--- config.mk ---
export PLATFORM = sky130hd
export DESIGN_NAME = srp_readback
export DESIGN_NICKNAME = d
export VERILOG_FILES = /design/src/srp_pkg.sv /design/src/srp_word_hold.sv /design/src/srp_readback.sv
export SDC_FILE = /design/constraint.sdc
export NUM_CORES = 1
export LEC_CHECK = 0
export BUFFER_PORTS_ARGS = -buffer_cell sky130_fd_sc_hd__buf_2
export CAP_MARGIN = 15
export CORE_MARGIN = 4
export CORE_UTILIZATION = 50
export DETAILED_ROUTE_END_ITERATION = 7
export PLACE_DENSITY = 0.8
export SLEW_MARGIN = 40
export SYNTH_ARGS = -nofsm -noshare
export SYNTH_HDL_FRONTEND = slang
export SYNTH_SLANG_ARGS = --single-unit
--- constraint.sdc ---
create_clock -name i_clk -period 2.5 [get_ports i_clk]
set_input_delay 0.5 -clock i_clk [delete_from_list [all_inputs] [get_ports i_clk]]
set_output_delay 0.5 -clock i_clk [all_outputs]
set_load 0.005 [all_outputs]
--- src/srp_pkg.sv ---
`default_nettype none
package srp_pkg;
  localparam logic [6:0] SRP_ADDR_RATIO_HI = 7'h12;
  localparam logic [6:0] SRP_ADDR_RATIO_LO = 7'h13;
  localparam logic [6:0] SRP_ADDR_PC_HI = 7'h14;
  localparam logic [6:0] SRP_ADDR_PC_LO = 7'h15;
  localparam logic [6:0] SRP_ADDR_PD_HI = 7'h16;
  localparam logic [6:0] SRP_ADDR_PD_LO = 7'h17;
  localparam int SRP_ADDR_W = 7;
  localparam int SRP_DATA_W = 8;
  localparam int SRP_RATIO_W = 15;
  localparam int SRP_PRE_W = 16;
  localparam int SRP_RATIO_HI_LSB = 8;
  localparam int SRP_RATIO_HI_MSB = 14;
  localparam int SRP_RATIO_LO_MSB = 7;
  localparam logic [7:0] SRP_RDATA_RESET = 8'h00;
  localparam logic [14:0] SRP_RATIO_RESET = 15'h0000;
  localparam logic [15:0] SRP_WORD_RESET = 16'h0000;

  typedef struct packed {
    logic [6:0] addr;
    logic rd;
    logic wr;
    logic [7:0] wdata;
  } srp_req_t;

  typedef struct packed {
    logic [15:0] pc;
    logic [15:0] pd;
    logic [15:0] pc_b;
  } srp_pre_t;

  function automatic logic [7:0] srp_byte(input logic [15:0] word, input logic high);
    srp_byte = high ? word[15:8] : word[7:0];
  endfunction
endpackage
`default_nettype wire

--- src/srp_word_hold.sv ---
`default_nettype none
module srp_word_hold
  import srp_pkg::*;
#(
  parameter int W = SRP_PRE_W
) (
  // clock and reset
  input wire logic i_clk,
  input wire logic i_arst_n,
  // control
  input wire logic i_load,
  input wire logic i_clear,
  input wire logic [W-1:0] i_data,
  // held word
  output logic [W-1:0] o_word
);
  logic [W-1:0] next_word;

  // clear wins: a stale word must never show once non-audio is withdrawn
  always_comb begin
    next_word = o_word;
    if (i_clear) begin
      next_word = '0;
    end else if (i_load) begin
      next_word = i_data;
    end
  end

  always_ff @(posedge i_clk or negedge i_arst_n) begin
    if (!i_arst_n) begin
      o_word <= '0;
    end else begin
      o_word <= next_word;
    end
  end

  a_hold_load: assert property (@(posedge i_clk) disable iff (!i_arst_n)
    (i_load && !i_clear) |=> (o_word == $past(i_data)))
    else $error("held word did not take loaded data");
  a_hold_clear: assert property (@(posedge i_clk) disable iff (!i_arst_n)
    i_clear |=> (o_word == '0))
    else $error("held word not cleared");
  a_hold_steady: assert property (@(posedge i_clk) disable iff (!i_arst_n)
    (!i_load && !i_clear) |=> $stable(o_word))
    else $error("held word changed without load");
endmodule
`default_nettype wire

--- src/srp_readback.sv ---
`default_nettype none
// How it works
// - ratio high register holds ratio bits 14..8 in bits 6..0; bit 7 zero.
// - ratio low register holds ratio bits 7..0 across the whole byte.
// - ratio registers ignore writes; reported ratio never changes from software.
// - pc high register returns captured pc word's high byte under non-audio.
// - pc low register returns captured pc word's low byte under non-audio.
// - pd register pair returns captured pd word, high and low bytes.
// - all four preamble registers read zero without detected non-audio data.
// - in per-subframe mode the pd pair carries channel B's pc word.
module srp_readback
  import srp_pkg::*;
(
  // clock and reset
  input wire logic i_clk,
  input wire logic i_arst_n,
  // register access
  input wire srp_req_t i_req,
  output logic [7:0] o_reg_rdata,
  output logic o_reg_rvalid,
  // converter ratio
  input wire logic [14:0] i_ratio,
  // receiver preambles
  input wire logic i_nonaudio,
  input wire logic i_subframe_mode,
  input wire logic i_pre_capture,
  input wire srp_pre_t i_pre
);
  logic [14:0] ratio_q;
  logic [14:0] next_ratio;
  logic [15:0] pc_word;
  logic [15:0] pd_word;
  logic [15:0] pd_source;
  logic pre_load;
  logic pre_clear;
  logic [7:0] next_rdata;
  logic next_rvalid;

  // both words load on the same strobe, so pc and pd always belong together
  assign pre_load = i_pre_capture && i_nonaudio;
  assign pre_clear = !i_nonaudio;
  // both bytes of pd pair follow channel B pc word in subframe mode
  assign pd_source = i_subframe_mode ? i_pre.pc_b : i_pre.pd;

  srp_word_hold #(.W(SRP_PRE_W)) u_pc_hold (
    .i_clk(i_clk),
    .i_arst_n(i_arst_n),
    .i_load(pre_load),
    .i_clear(pre_clear),
    .i_data(i_pre.pc),
    .o_word(pc_word)
  );

  srp_word_hold #(.W(SRP_PRE_W)) u_pd_hold (
    .i_clk(i_clk),
    .i_arst_n(i_arst_n),
    .i_load(pre_load),
    .i_clear(pre_clear),
    .i_data(pd_source),
    .o_word(pd_word)
  );

  // ratio tracks the converter only; the write path never reaches it
  always_comb begin
    next_ratio = i_ratio;
  end

  always_ff @(posedge i_clk or negedge i_arst_n) begin
    if (!i_arst_n) begin
      ratio_q <= SRP_RATIO_RESET;
    end else begin
      ratio_q <= next_ratio;
    end
  end

  // read mux; writes are accepted silently and discarded
  always_comb begin
    next_rvalid = i_req.rd;
    next_rdata = SRP_RDATA_RESET;
    if (i_req.rd) begin
      unique case (i_req.addr)
        SRP_ADDR_RATIO_HI: next_rdata = {1'b0, ratio_q[SRP_RATIO_HI_MSB:SRP_RATIO_HI_LSB]};
        SRP_ADDR_RATIO_LO: next_rdata = ratio_q[SRP_RATIO_LO_MSB:0];
        SRP_ADDR_PC_HI: next_rdata = i_nonaudio ? srp_byte(pc_word, 1'b1) : 8'h00;
        SRP_ADDR_PC_LO: next_rdata = i_nonaudio ? srp_byte(pc_word, 1'b0) : 8'h00;
        SRP_ADDR_PD_HI: next_rdata = i_nonaudio ? srp_byte(pd_word, 1'b1) : 8'h00;
        SRP_ADDR_PD_LO: next_rdata = i_nonaudio ? srp_byte(pd_word, 1'b0) : 8'h00;
        default: next_rdata = SRP_RDATA_RESET;
      endcase
    end
  end

  always_ff @(posedge i_clk or negedge i_arst_n) begin
    if (!i_arst_n) begin
      o_reg_rdata <= SRP_RDATA_RESET;
      o_reg_rvalid <= 1'b0;
    end else begin
      o_reg_rdata <= next_rdata;
      o_reg_rvalid <= next_rvalid;
    end
  end

  a_ratio_high_read: assert property (@(posedge i_clk) disable iff (!i_arst_n)
    (i_req.rd && i_req.addr == SRP_ADDR_RATIO_HI) |=>
      (o_reg_rvalid && o_reg_rdata == {1'b0, $past(i_ratio[14:8], 2)}))
    else $error("ratio high byte wrong");
  a_ratio_low_read: assert property (@(posedge i_clk) disable iff (!i_arst_n)
    (i_req.rd && i_req.addr == SRP_ADDR_RATIO_LO) |=>
      (o_reg_rvalid && o_reg_rdata == $past(ratio_q[7:0])))
    else $error("ratio low byte wrong");
  a_ratio_write_ignored: assert property (@(posedge i_clk) disable iff (!i_arst_n)
    (i_req.wr && i_req.addr == SRP_ADDR_RATIO_LO) |=> (ratio_q == $past(i_ratio)))
    else $error("write disturbed ratio");
  a_pc_high_read: assert property (@(posedge i_clk) disable iff (!i_arst_n)
    (i_req.rd && i_req.addr == SRP_ADDR_PC_HI && i_nonaudio) |=>
      (o_reg_rdata == $past(pc_word[15:8])))
    else $error("pc high byte wrong");
  a_pc_low_read: assert property (@(posedge i_clk) disable iff (!i_arst_n)
    (i_req.rd && i_req.addr == SRP_ADDR_PC_LO && i_nonaudio) |=>
      (o_reg_rdata == $past(pc_word[7:0])))
    else $error("pc low byte wrong");
  a_pd_pair_read: assert property (@(posedge i_clk) disable iff (!i_arst_n)
    (i_req.rd && i_req.addr == SRP_ADDR_PD_LO && i_nonaudio) |=>
      (o_reg_rdata == $past(pd_word[7:0])))
    else $error("pd low byte wrong");
  a_audio_reads_zero: assert property (@(posedge i_clk) disable iff (!i_arst_n)
    (i_req.rd && !i_nonaudio && i_req.addr >= SRP_ADDR_PC_HI &&
      i_req.addr <= SRP_ADDR_PD_LO) |=> (o_reg_rvalid && o_reg_rdata == 8'h00))
    else $error("preamble read not zero outside non-audio");
  a_subframe_pd_source: assert property (@(posedge i_clk) disable iff (!i_arst_n)
    (pre_load && i_subframe_mode) |=> (pd_word == $past(i_pre.pc_b)))
    else $error("pd pair not loaded from channel B pc");
  a_pair_coherent: assert property (@(posedge i_clk) disable iff (!i_arst_n)
    (!i_pre_capture && i_nonaudio) [*2] |-> ($stable(pc_word) && $stable(pd_word)))
    else $error("preamble word moved without capture");

  a_rvalid_follows_read: assert property (@(posedge i_clk) disable iff (!i_arst_n)
    i_req.rd
      |=> o_reg_rvalid)
    else $error("read not answered");

  a_rvalid_idle_low: assert property (@(posedge i_clk) disable iff (!i_arst_n)
    !i_req.rd
      |=> (!o_reg_rvalid && o_reg_rdata == 8'h00))
    else $error("read answer without read");

  a_read_wins_write: assert property (@(posedge i_clk) disable iff (!i_arst_n)
    (i_req.rd && i_req.wr)
      |=> o_reg_rvalid)
    else $error("read lost to write");

  a_ratio_high_bit7: assert property (@(posedge i_clk) disable iff (!i_arst_n)
    (i_req.rd && i_req.addr == SRP_ADDR_RATIO_HI)
      |=> !o_reg_rdata[7])
    else $error("reserved ratio bit not zero");

  a_ratio_tracks: assert property (@(posedge i_clk) disable iff (!i_arst_n)
    i_req.wr
      |=> (ratio_q == $past(i_ratio)))
    else $error("ratio did not follow converter");

  a_unmapped_zero: assert property (@(posedge i_clk) disable iff (!i_arst_n)
    (i_req.rd && (i_req.addr < SRP_ADDR_RATIO_HI || i_req.addr > SRP_ADDR_PD_LO))
      |=> (o_reg_rvalid && o_reg_rdata == 8'h00))
    else $error("unmapped read not zero");

  a_pd_high_read: assert property (@(posedge i_clk) disable iff (!i_arst_n)
    (i_req.rd && i_req.addr == SRP_ADDR_PD_HI && i_nonaudio)
      |=> (o_reg_rdata == $past(pd_word[15:8])))
    else $error("pd high byte wrong");

  a_normal_pd_source: assert property (@(posedge i_clk) disable iff (!i_arst_n)
    (pre_load && !i_subframe_mode)
      |=> (pd_word == $past(i_pre.pd)))
    else $error("pd pair not loaded from pd word");

  a_pc_load: assert property (@(posedge i_clk) disable iff (!i_arst_n)
    pre_load
      |=> (pc_word == $past(i_pre.pc)))
    else $error("pc word not captured");

  a_pc_low_load: assert property (@(posedge i_clk) disable iff (!i_arst_n)
    pre_load
      |=> (pc_word[7:0] == $past(i_pre.pc[7:0])))
    else $error("pc low byte not captured");

  a_clear_pc: assert property (@(posedge i_clk) disable iff (!i_arst_n)
    !i_nonaudio
      |=> (pc_word == '0))
    else $error("pc word kept outside non-audio");

  a_clear_pd: assert property (@(posedge i_clk) disable iff (!i_arst_n)
    !i_nonaudio
      |=> (pd_word == '0))
    else $error("pd word kept outside non-audio");

  a_capture_refused: assert property (@(posedge i_clk) disable iff (!i_arst_n)
    (i_pre_capture && !i_nonaudio)
      |=> (pc_word == '0 && pd_word == '0))
    else $error("capture taken outside non-audio");

  a_pair_loaded_together: assert property (@(posedge i_clk) disable iff (!i_arst_n)
    pre_load
      |=> (pc_word == $past(i_pre.pc) && pd_word == $past(pd_source)))
    else $error("preamble pair not loaded together");

  a_pre_write_ignored: assert property (@(posedge i_clk) disable iff (!i_arst_n)
    (i_req.wr && !pre_load && i_nonaudio)
      |=> ($stable(pc_word) && $stable(pd_word)))
    else $error("write disturbed preamble word");

endmodule
`default_nettype wire

==> reports/results.ini, run 1 <==
[outcome]
status = completed

[die]
dieArea_mm2 = 0.00641
rows = 25
die_h_um = 80.1
die_w_um = 80.1
core_mm2 = 0.00488
start_util_pct = 53.2
ios = 94

[clock_network]
cts_inserted_buffers = 5
hold_buffers = 0
cts.sinks = 56
clockBufferDepth = 2
clkTransAtPathRegs_ns = 0.10
cts_root_buf = clkbuf_8
clock_latency_ns = 0.31
post-cts-setup-buffers = 0
cts_resized = 0
tritoncts = yes
cts_max_level = 2

[synthesis]
yosysSeqAreaShare_pct = 53.9
async_reset_ff_share_pct = 100
synth-edff-count = 0
synth_seq_cells = 56
ys.flop_type = dfrtp_1
synth_cell_types = 28
synth_nets = 293
ys_warn_count = 0
syn_avg_cell_area_um2 = 12.5
netlist_area_mm2 = 0.00260
syn_inst = 208

[global_routing]
grt_pass1_vias = 1933
antenna_found_initial = 0
grt_pass1_wl_mm = 9.11
gr-max-usage-layer = met2
grt_overflow = 0
grt_max_degree = 57
grt_usage_pct = 18.4
grt_use_met2_pct = 31.0
met1_usage_pct = 23.9
met3_usage_pct = 3.81

[final_layout]
final_cell_area_mm2 = 0.00315
drive_gt1_share_pct = 40.5
n_antenna_cell = 0
nets = 373
final_util_pct = 64.6
areaGrowthSynthToFinish_pct = 21.4
fillers = 415

[critical_path]
path_class = primary input to register
crit_path_start_kind = primary input
endpoint_kind = register
arrival_ns = 1.90
crit_fanout = 20
required_ns = 2.67

[placed_design]
dp_hpwl_mm = 4.20
port_buffers = 84
place.gp.congestion = 0.787
place_area_mm2 = 0.00306

[pwr]
peakVddDrop_uv = 304
power_leakage_nw = 1.68
powerDensity_mw_per_mm2 = 539
finalPower_mw = 1.70

[timing]
slew_headroom_pct = 53.9
tightest_slew_ns = 0.692
setup_tns_ns = 0
setup_viol = 0
skew_ns = 0.00939
slew_viol_final = 0
min_period_over_period_pct = 69.1
min_period_ns = 1.73
fmax_ghz = 0.579
rsz0062_at_grt = false
hold_viol = 0

[drt]
drt-total-wl_mm = 5.62
ant_nets = 0
drc = 0
post_drt_wl_per_cell_um = 15.8
via_per_inst = 5.21
drt_first_pass_iters = 5
vias = 1856
drt_iter0_markers = 205

[worst_hold_path]
hp-class = primary input to register

[run]
drv_cap = 0

-- layout by cell type (no fill, tap or decap), types with 2 or more instances in the layout --
cell type and count:
nor2b_1 17, a22o_2 4, buf_4 2, nor2_1 3, mux2_2 15, a21oi_1 6
nand2_1 23, mux2i_1 32, a22oi_1 6, a22o_1 4, dfrtp_1 56, o211a_1 16
buf_2 84, clkbuf_8 5
-- Yosys cell counts, types with 2 or more instances --
cell | instances | share of area, %
dfrtp_1 | 56 | 54
mux2i_1 | 32 | 12
nand2_1 | 23 | 3.3
nor2b_1 | 17 | 4.1
o211a_1 | 16 | 6.2
mux2_2 | 15 | 6.5
clkbuf_1 | 8 | 1.2
a21oi_1 | 6 | 1.2
a22oi_1 | 6 | 1.7
a22o_1 | 4 | 1.3
a22o_2 | 4 | 1.5
nor2_1 | 3 | 0.43
buf_1 | 2 | 0.29
buf_2 | 2 | 0.39
-- sequential cells by signal, summed over array words and instances (netlist names) --
name,cells
o_reg_rdata,8
o_reg_rvalid,1
ratio_q,15
u_pc_hold.o_word,16
u_pd_hold.o_word,16
-- path summary, 6_finish.rpt --
check,startpoint,endpoint,slack [ns],depth (start not counted)
worst max-delay path,i_req[10],o_reg_rdata[2]$_DFF_PN0_,0.77,5
worst min-delay path,i_ratio[9],ratio_q[9]$_DFF_PN0_,0.28,1
worst max register to register,u_pd_hold.o_word[2]$_DFFE_PN0P_,o_reg_rdata[2]$_DFF_PN0_,1.11,4
worst min register to register,u_pd_hold.o_word[15]$_DFFE_PN0P_,u_pd_hold.o_word[15]$_DFFE_PN0P_,0.52,1
max in group asynchronous,i_arst_n,u_pc_hold.o_word[1]$_DFFE_PN0P_,1.73,2
min in group asynchronous,i_arst_n,u_pc_hold.o_word[14]$_DFFE_PN0P_,0.31,2
-- where the power goes --
| part | internal, mW | switching (mW) | leakage [nW] | total, mW |
|---|---|---|---|---|
| Combinational | 0.124 | 0.113 | 0.921 | 0.238 |
| Sequential | 0.951 | 0.0221 | 0.718 | 0.973 |
| Clock | 0.200 | 0.289 | 0.0414 | 0.489 |
-- final cells by class --
cell class	instances	area, um2	area share [%]
Tap cell	67	83.8	2.66
Timing Repair Buffer	87	455	14.4
Clock buffer	6	72.6	2.30
Multi-Input combinational cell	138	1120	35.6
Sequential cell	56	1400	44.4
Clock inverter	2	16.3	0.516
-- stage by stage --
stage | instances | hold slack [ns] | setup slack, ns
2_1_floorplan | 208 | 0.204 | 0.769
3_3_place_gp | 348 | 0.486 | 0.485
3_5_place_dp | 348 | 0.498 | 0.441
4_1_cts | 356 | 0.274 | 0.788
5_1_grt | 356 | 0.266 | 0.704
6_report | 356 | 0.283 | 0.772
-- critical path, stage by stage --
cell and delay (ns):
buf_2 0.41, mux2_2 0.40, a22o_1 0.18, a222oi_1 0.32, nor2_1 0.09
-- routing by layer --
layer | up-vias | wire (um) | part of all wire (%)
met4 | 0 | 61 | 1.1
met5 | - | 0 | 0
met1 | 889 | 2360 | 42
met2 | 45 | 2890 | 51
li1 | 917 | - | -
met3 | 5 | 311 | 5.5
-- kinds of logic (layout without fill, tap and decap cells) --
logic type / count (synthesis) / in the layout / share of synthesized area, %
simple gates: 51 / 51 / 11.3
buf+inv: 14 / 95 / 2.79
compound gates: 40 / 40 / 13.1
mux: 47 / 47 / 18.8
flops: 56 / 56 / 53.9
Note: power is estimated with default switching activity, not from simulation.
==> run 2: changes to the inputs <==
--- a/config.mk
+++ b/config.mk
@@ -8,9 +8,9 @@
 export BUFFER_PORTS_ARGS = -buffer_cell sky130_fd_sc_hd__buf_2
 export CAP_MARGIN = 15
 export CORE_MARGIN = 4
-export CORE_UTILIZATION = 50
+export CORE_UTILIZATION = 49
 export DETAILED_ROUTE_END_ITERATION = 7
-export PLACE_DENSITY = 0.8
+export PLACE_DENSITY = 0.79
 export SLEW_MARGIN = 40
 export SYNTH_ARGS = -nofsm -noshare
 export SYNTH_HDL_FRONTEND = slang
==> constraint.sdc (replaced) <==
create_clock -name i_clk -period 1.8 [get_ports i_clk]
set_input_delay 0.36 -clock i_clk [delete_from_list [all_inputs] [get_ports i_clk]]
set_output_delay 0.36 -clock i_clk [all_outputs]
set_load 0.005 [all_outputs]
==> run 2 against run 1 <==
Compared with the run above: sequential share of layout area fell by 0.78 points; combinational power increased by 44%; die area increased by 1.8%; final cell count is 1.4% higher; count of clock-buffer cells in the layout down 1; critical path depth unchanged; worst setup slack worse by 0.56 ns; clock power rose by 57%; power is 45% higher; via count grew 1.9%; non-clock buffer count grew 4; largest cell class unchanged; critical path type unchanged; first-iteration DRC count down 15%.
==> reports/results.ini, run 2 (synthesized netlist as in run 1, its figures left out) <==
[outcome]
status = completed

[worst_hold_path]
hp-class = primary input to async pin

[critical_path]
r2r-start = u_pd_hold.o_word[2]$_DFFE_PN0P_
arrival_ns = 1.79
cp_cell_sequence = buf_2, or4b_4, nor4_4, a22oi_1, a21oi_1
r2r_setup_slack_ns = 0.41
crit_family = simple AND/OR/NAND/NOR gates
path_buf_inv = 1
crit_fanout = 6
worst_path_largest_cell_delay_ns = 0.59
cp_slowest_cell = or4b_4
crit_path_start_kind = primary input
cp-startpoint = i_req[13]
endpoint_kind = register
required_ns = 2.01
path_class = primary input to register

[pwr]
combPwrFrac_pct = 13.9
p_clk_share_pct = 31.1
swShare_pct = 22.7
p_seq_share_pct = 54.9
powerDensity_mw_per_mm2 = 767
p_int_mw = 1.90
power_leakage_nw = 1.71
switchingPower_mw = 0.559
peakVddDrop_uv = 431

[timing]
skew_ns = 0.00692
fin_ws_ns = 0.215
fmax_ghz = 0.631
rsz0062_at_grt = false
min_period_over_period_pct = 88.1
slew_headroom_pct = 57.2
setup_viol = 0
min_period_ns = 1.58
slew_viol_final = 0
tightest_slew_ns = 0.639
hold_viol = 0

[die]
start_util_pct = 50.9
die_w_um = 80.8
rows = 26
dieArea_mm2 = 0.00653
die_h_um = 80.8
ios = 94
core_mm2 = 0.00511

[final_layout]
final_common_cell = buf_2
multi_input_area_mm2 = 0.00112
fillers = 422
reg_top3 = u_pc_hold.o_word: 16 flops, u_pd_hold.o_word: 16 flops, ratio_q: 15 flops
final_cell_area_mm2 = 0.00321
nets = 377
ff_latch_area_mm2 = 0.00140
n_antenna_cell = 0
areaGrowthSynthToFinish_pct = 23.6
drive_gt1_share_pct = 41.2
final_cell_mix = buf_2 (84), dfrtp_1 (56), mux2i_1 (32)

[placed_design]
place.gp.congestion = 0.851
dp_hpwl_mm = 4.31
dp_slack_ns = -0.0814
port_buffers = 84
place_area_mm2 = 0.00311

[clock_network]
cts_inserted_buffers = 5
clock_latency_ns = 0.30
clkTransAtPathRegs_ns = 0.09
tritoncts = yes
cts_root_buf = clkbuf_8
cts.sinks = 56
hold_buffers = 0
cts_max_level = 2
clockBufferDepth = 2
cts_resized = 0
post-cts-setup-buffers = 0

[global_routing]
grt_pass1_vias = 2004
antenna_found_initial = 0
grt_usage_pct = 18.5
grt_max_degree = 57
grt_pass1_wl_mm = 9.14
grt_overflow = 0

[drt]
drt_first_pass_iters = 4
ant_nets = 0
drt_iter0_markers = 174
via_per_inst = 5.24
drt-total-wl_mm = 5.70
post_drt_wl_per_cell_um = 15.8
vias = 1891
drc = 0

[run]
drv_cap = 0

-- run 2: cell count changes in the layout (fill, tap and decap cells not counted), sizes merged --
cell | previous run | this run
buf | 87 | 91
bufinv | 0 | 1
clkbuf | 6 | 5
clkinv | 1 | 0
clkinvlp | 1 | 0
-- run 2: worst paths after layout --
kind | to | depth (start not counted)
hold reg to reg | u_pd_hold.o_word[7]$_DFFE_PN0P_ | 1
setup reg to reg | o_reg_rdata[2]$_DFF_PN0_ | 4
max in group asynchronous | u_pc_hold.o_word[2]$_DFFE_PN0P_ | 2
min in group i_clk | ratio_q[13]$_DFF_PN0_ | 1
hold / removal | u_pd_hold.o_word[15]$_DFFE_PN0P_ | 2
setup / recovery | o_reg_rdata[0]$_DFF_PN0_ | 5
-- run 2: metrics by stage --
stage	util, %	cells	total power, mW	hold WS (ns)	TNS (ns)
floorplan	-	208	1.56	0.0644	0
global placement	60.9	355	1.71	0.382	-0.102
detailed placement	60.9	355	1.72	0.380	-0.193
CTS	62.8	361	2.49	0.0455	0
global route	62.8	361	2.58	0.0520	0
finish	62.8	361	2.46	0.0413	0
-- run 2: final cells by class --
type	count	area share, %
tap	70	2.73
multi-input combinational	138	35.0
timing repair buffer	91	15.5
clock buffer	5	2.14
sequential	56	43.7
clock inverter	1	0.936
-- run 2: worst reg2reg max path, stage by stage, from the launching register on --
cell	delay, ns
dfrtp_1	0.40
mux2_2	0.27
a22o_1	0.19
a222oi_1	0.32
nor2_1	0.07
-- run 2: power by group through the flow --
stage | registers [mW] | clock network [mW] | logic [mW]
global placement | 1.37 | 0 | 0.339
detailed placement | 1.38 | 0 | 0.348
floorplan | 1.37 | 0 | 0.191
global route | 1.36 | 0.834 | 0.383
finish | 1.35 | 0.766 | 0.343
CTS | 1.35 | 0.789 | 0.348
-- run 2: layer usage --
| metal | wire length [um] | track usage (%) |
|---|---|---|
| met3 | 372 | 3.99 |
| met4 | 124 | 7.43 |
| met1 | 2490 | 24.6 |
| met2 | 2720 | 29.5 |
| met5 | 0 | 0 |
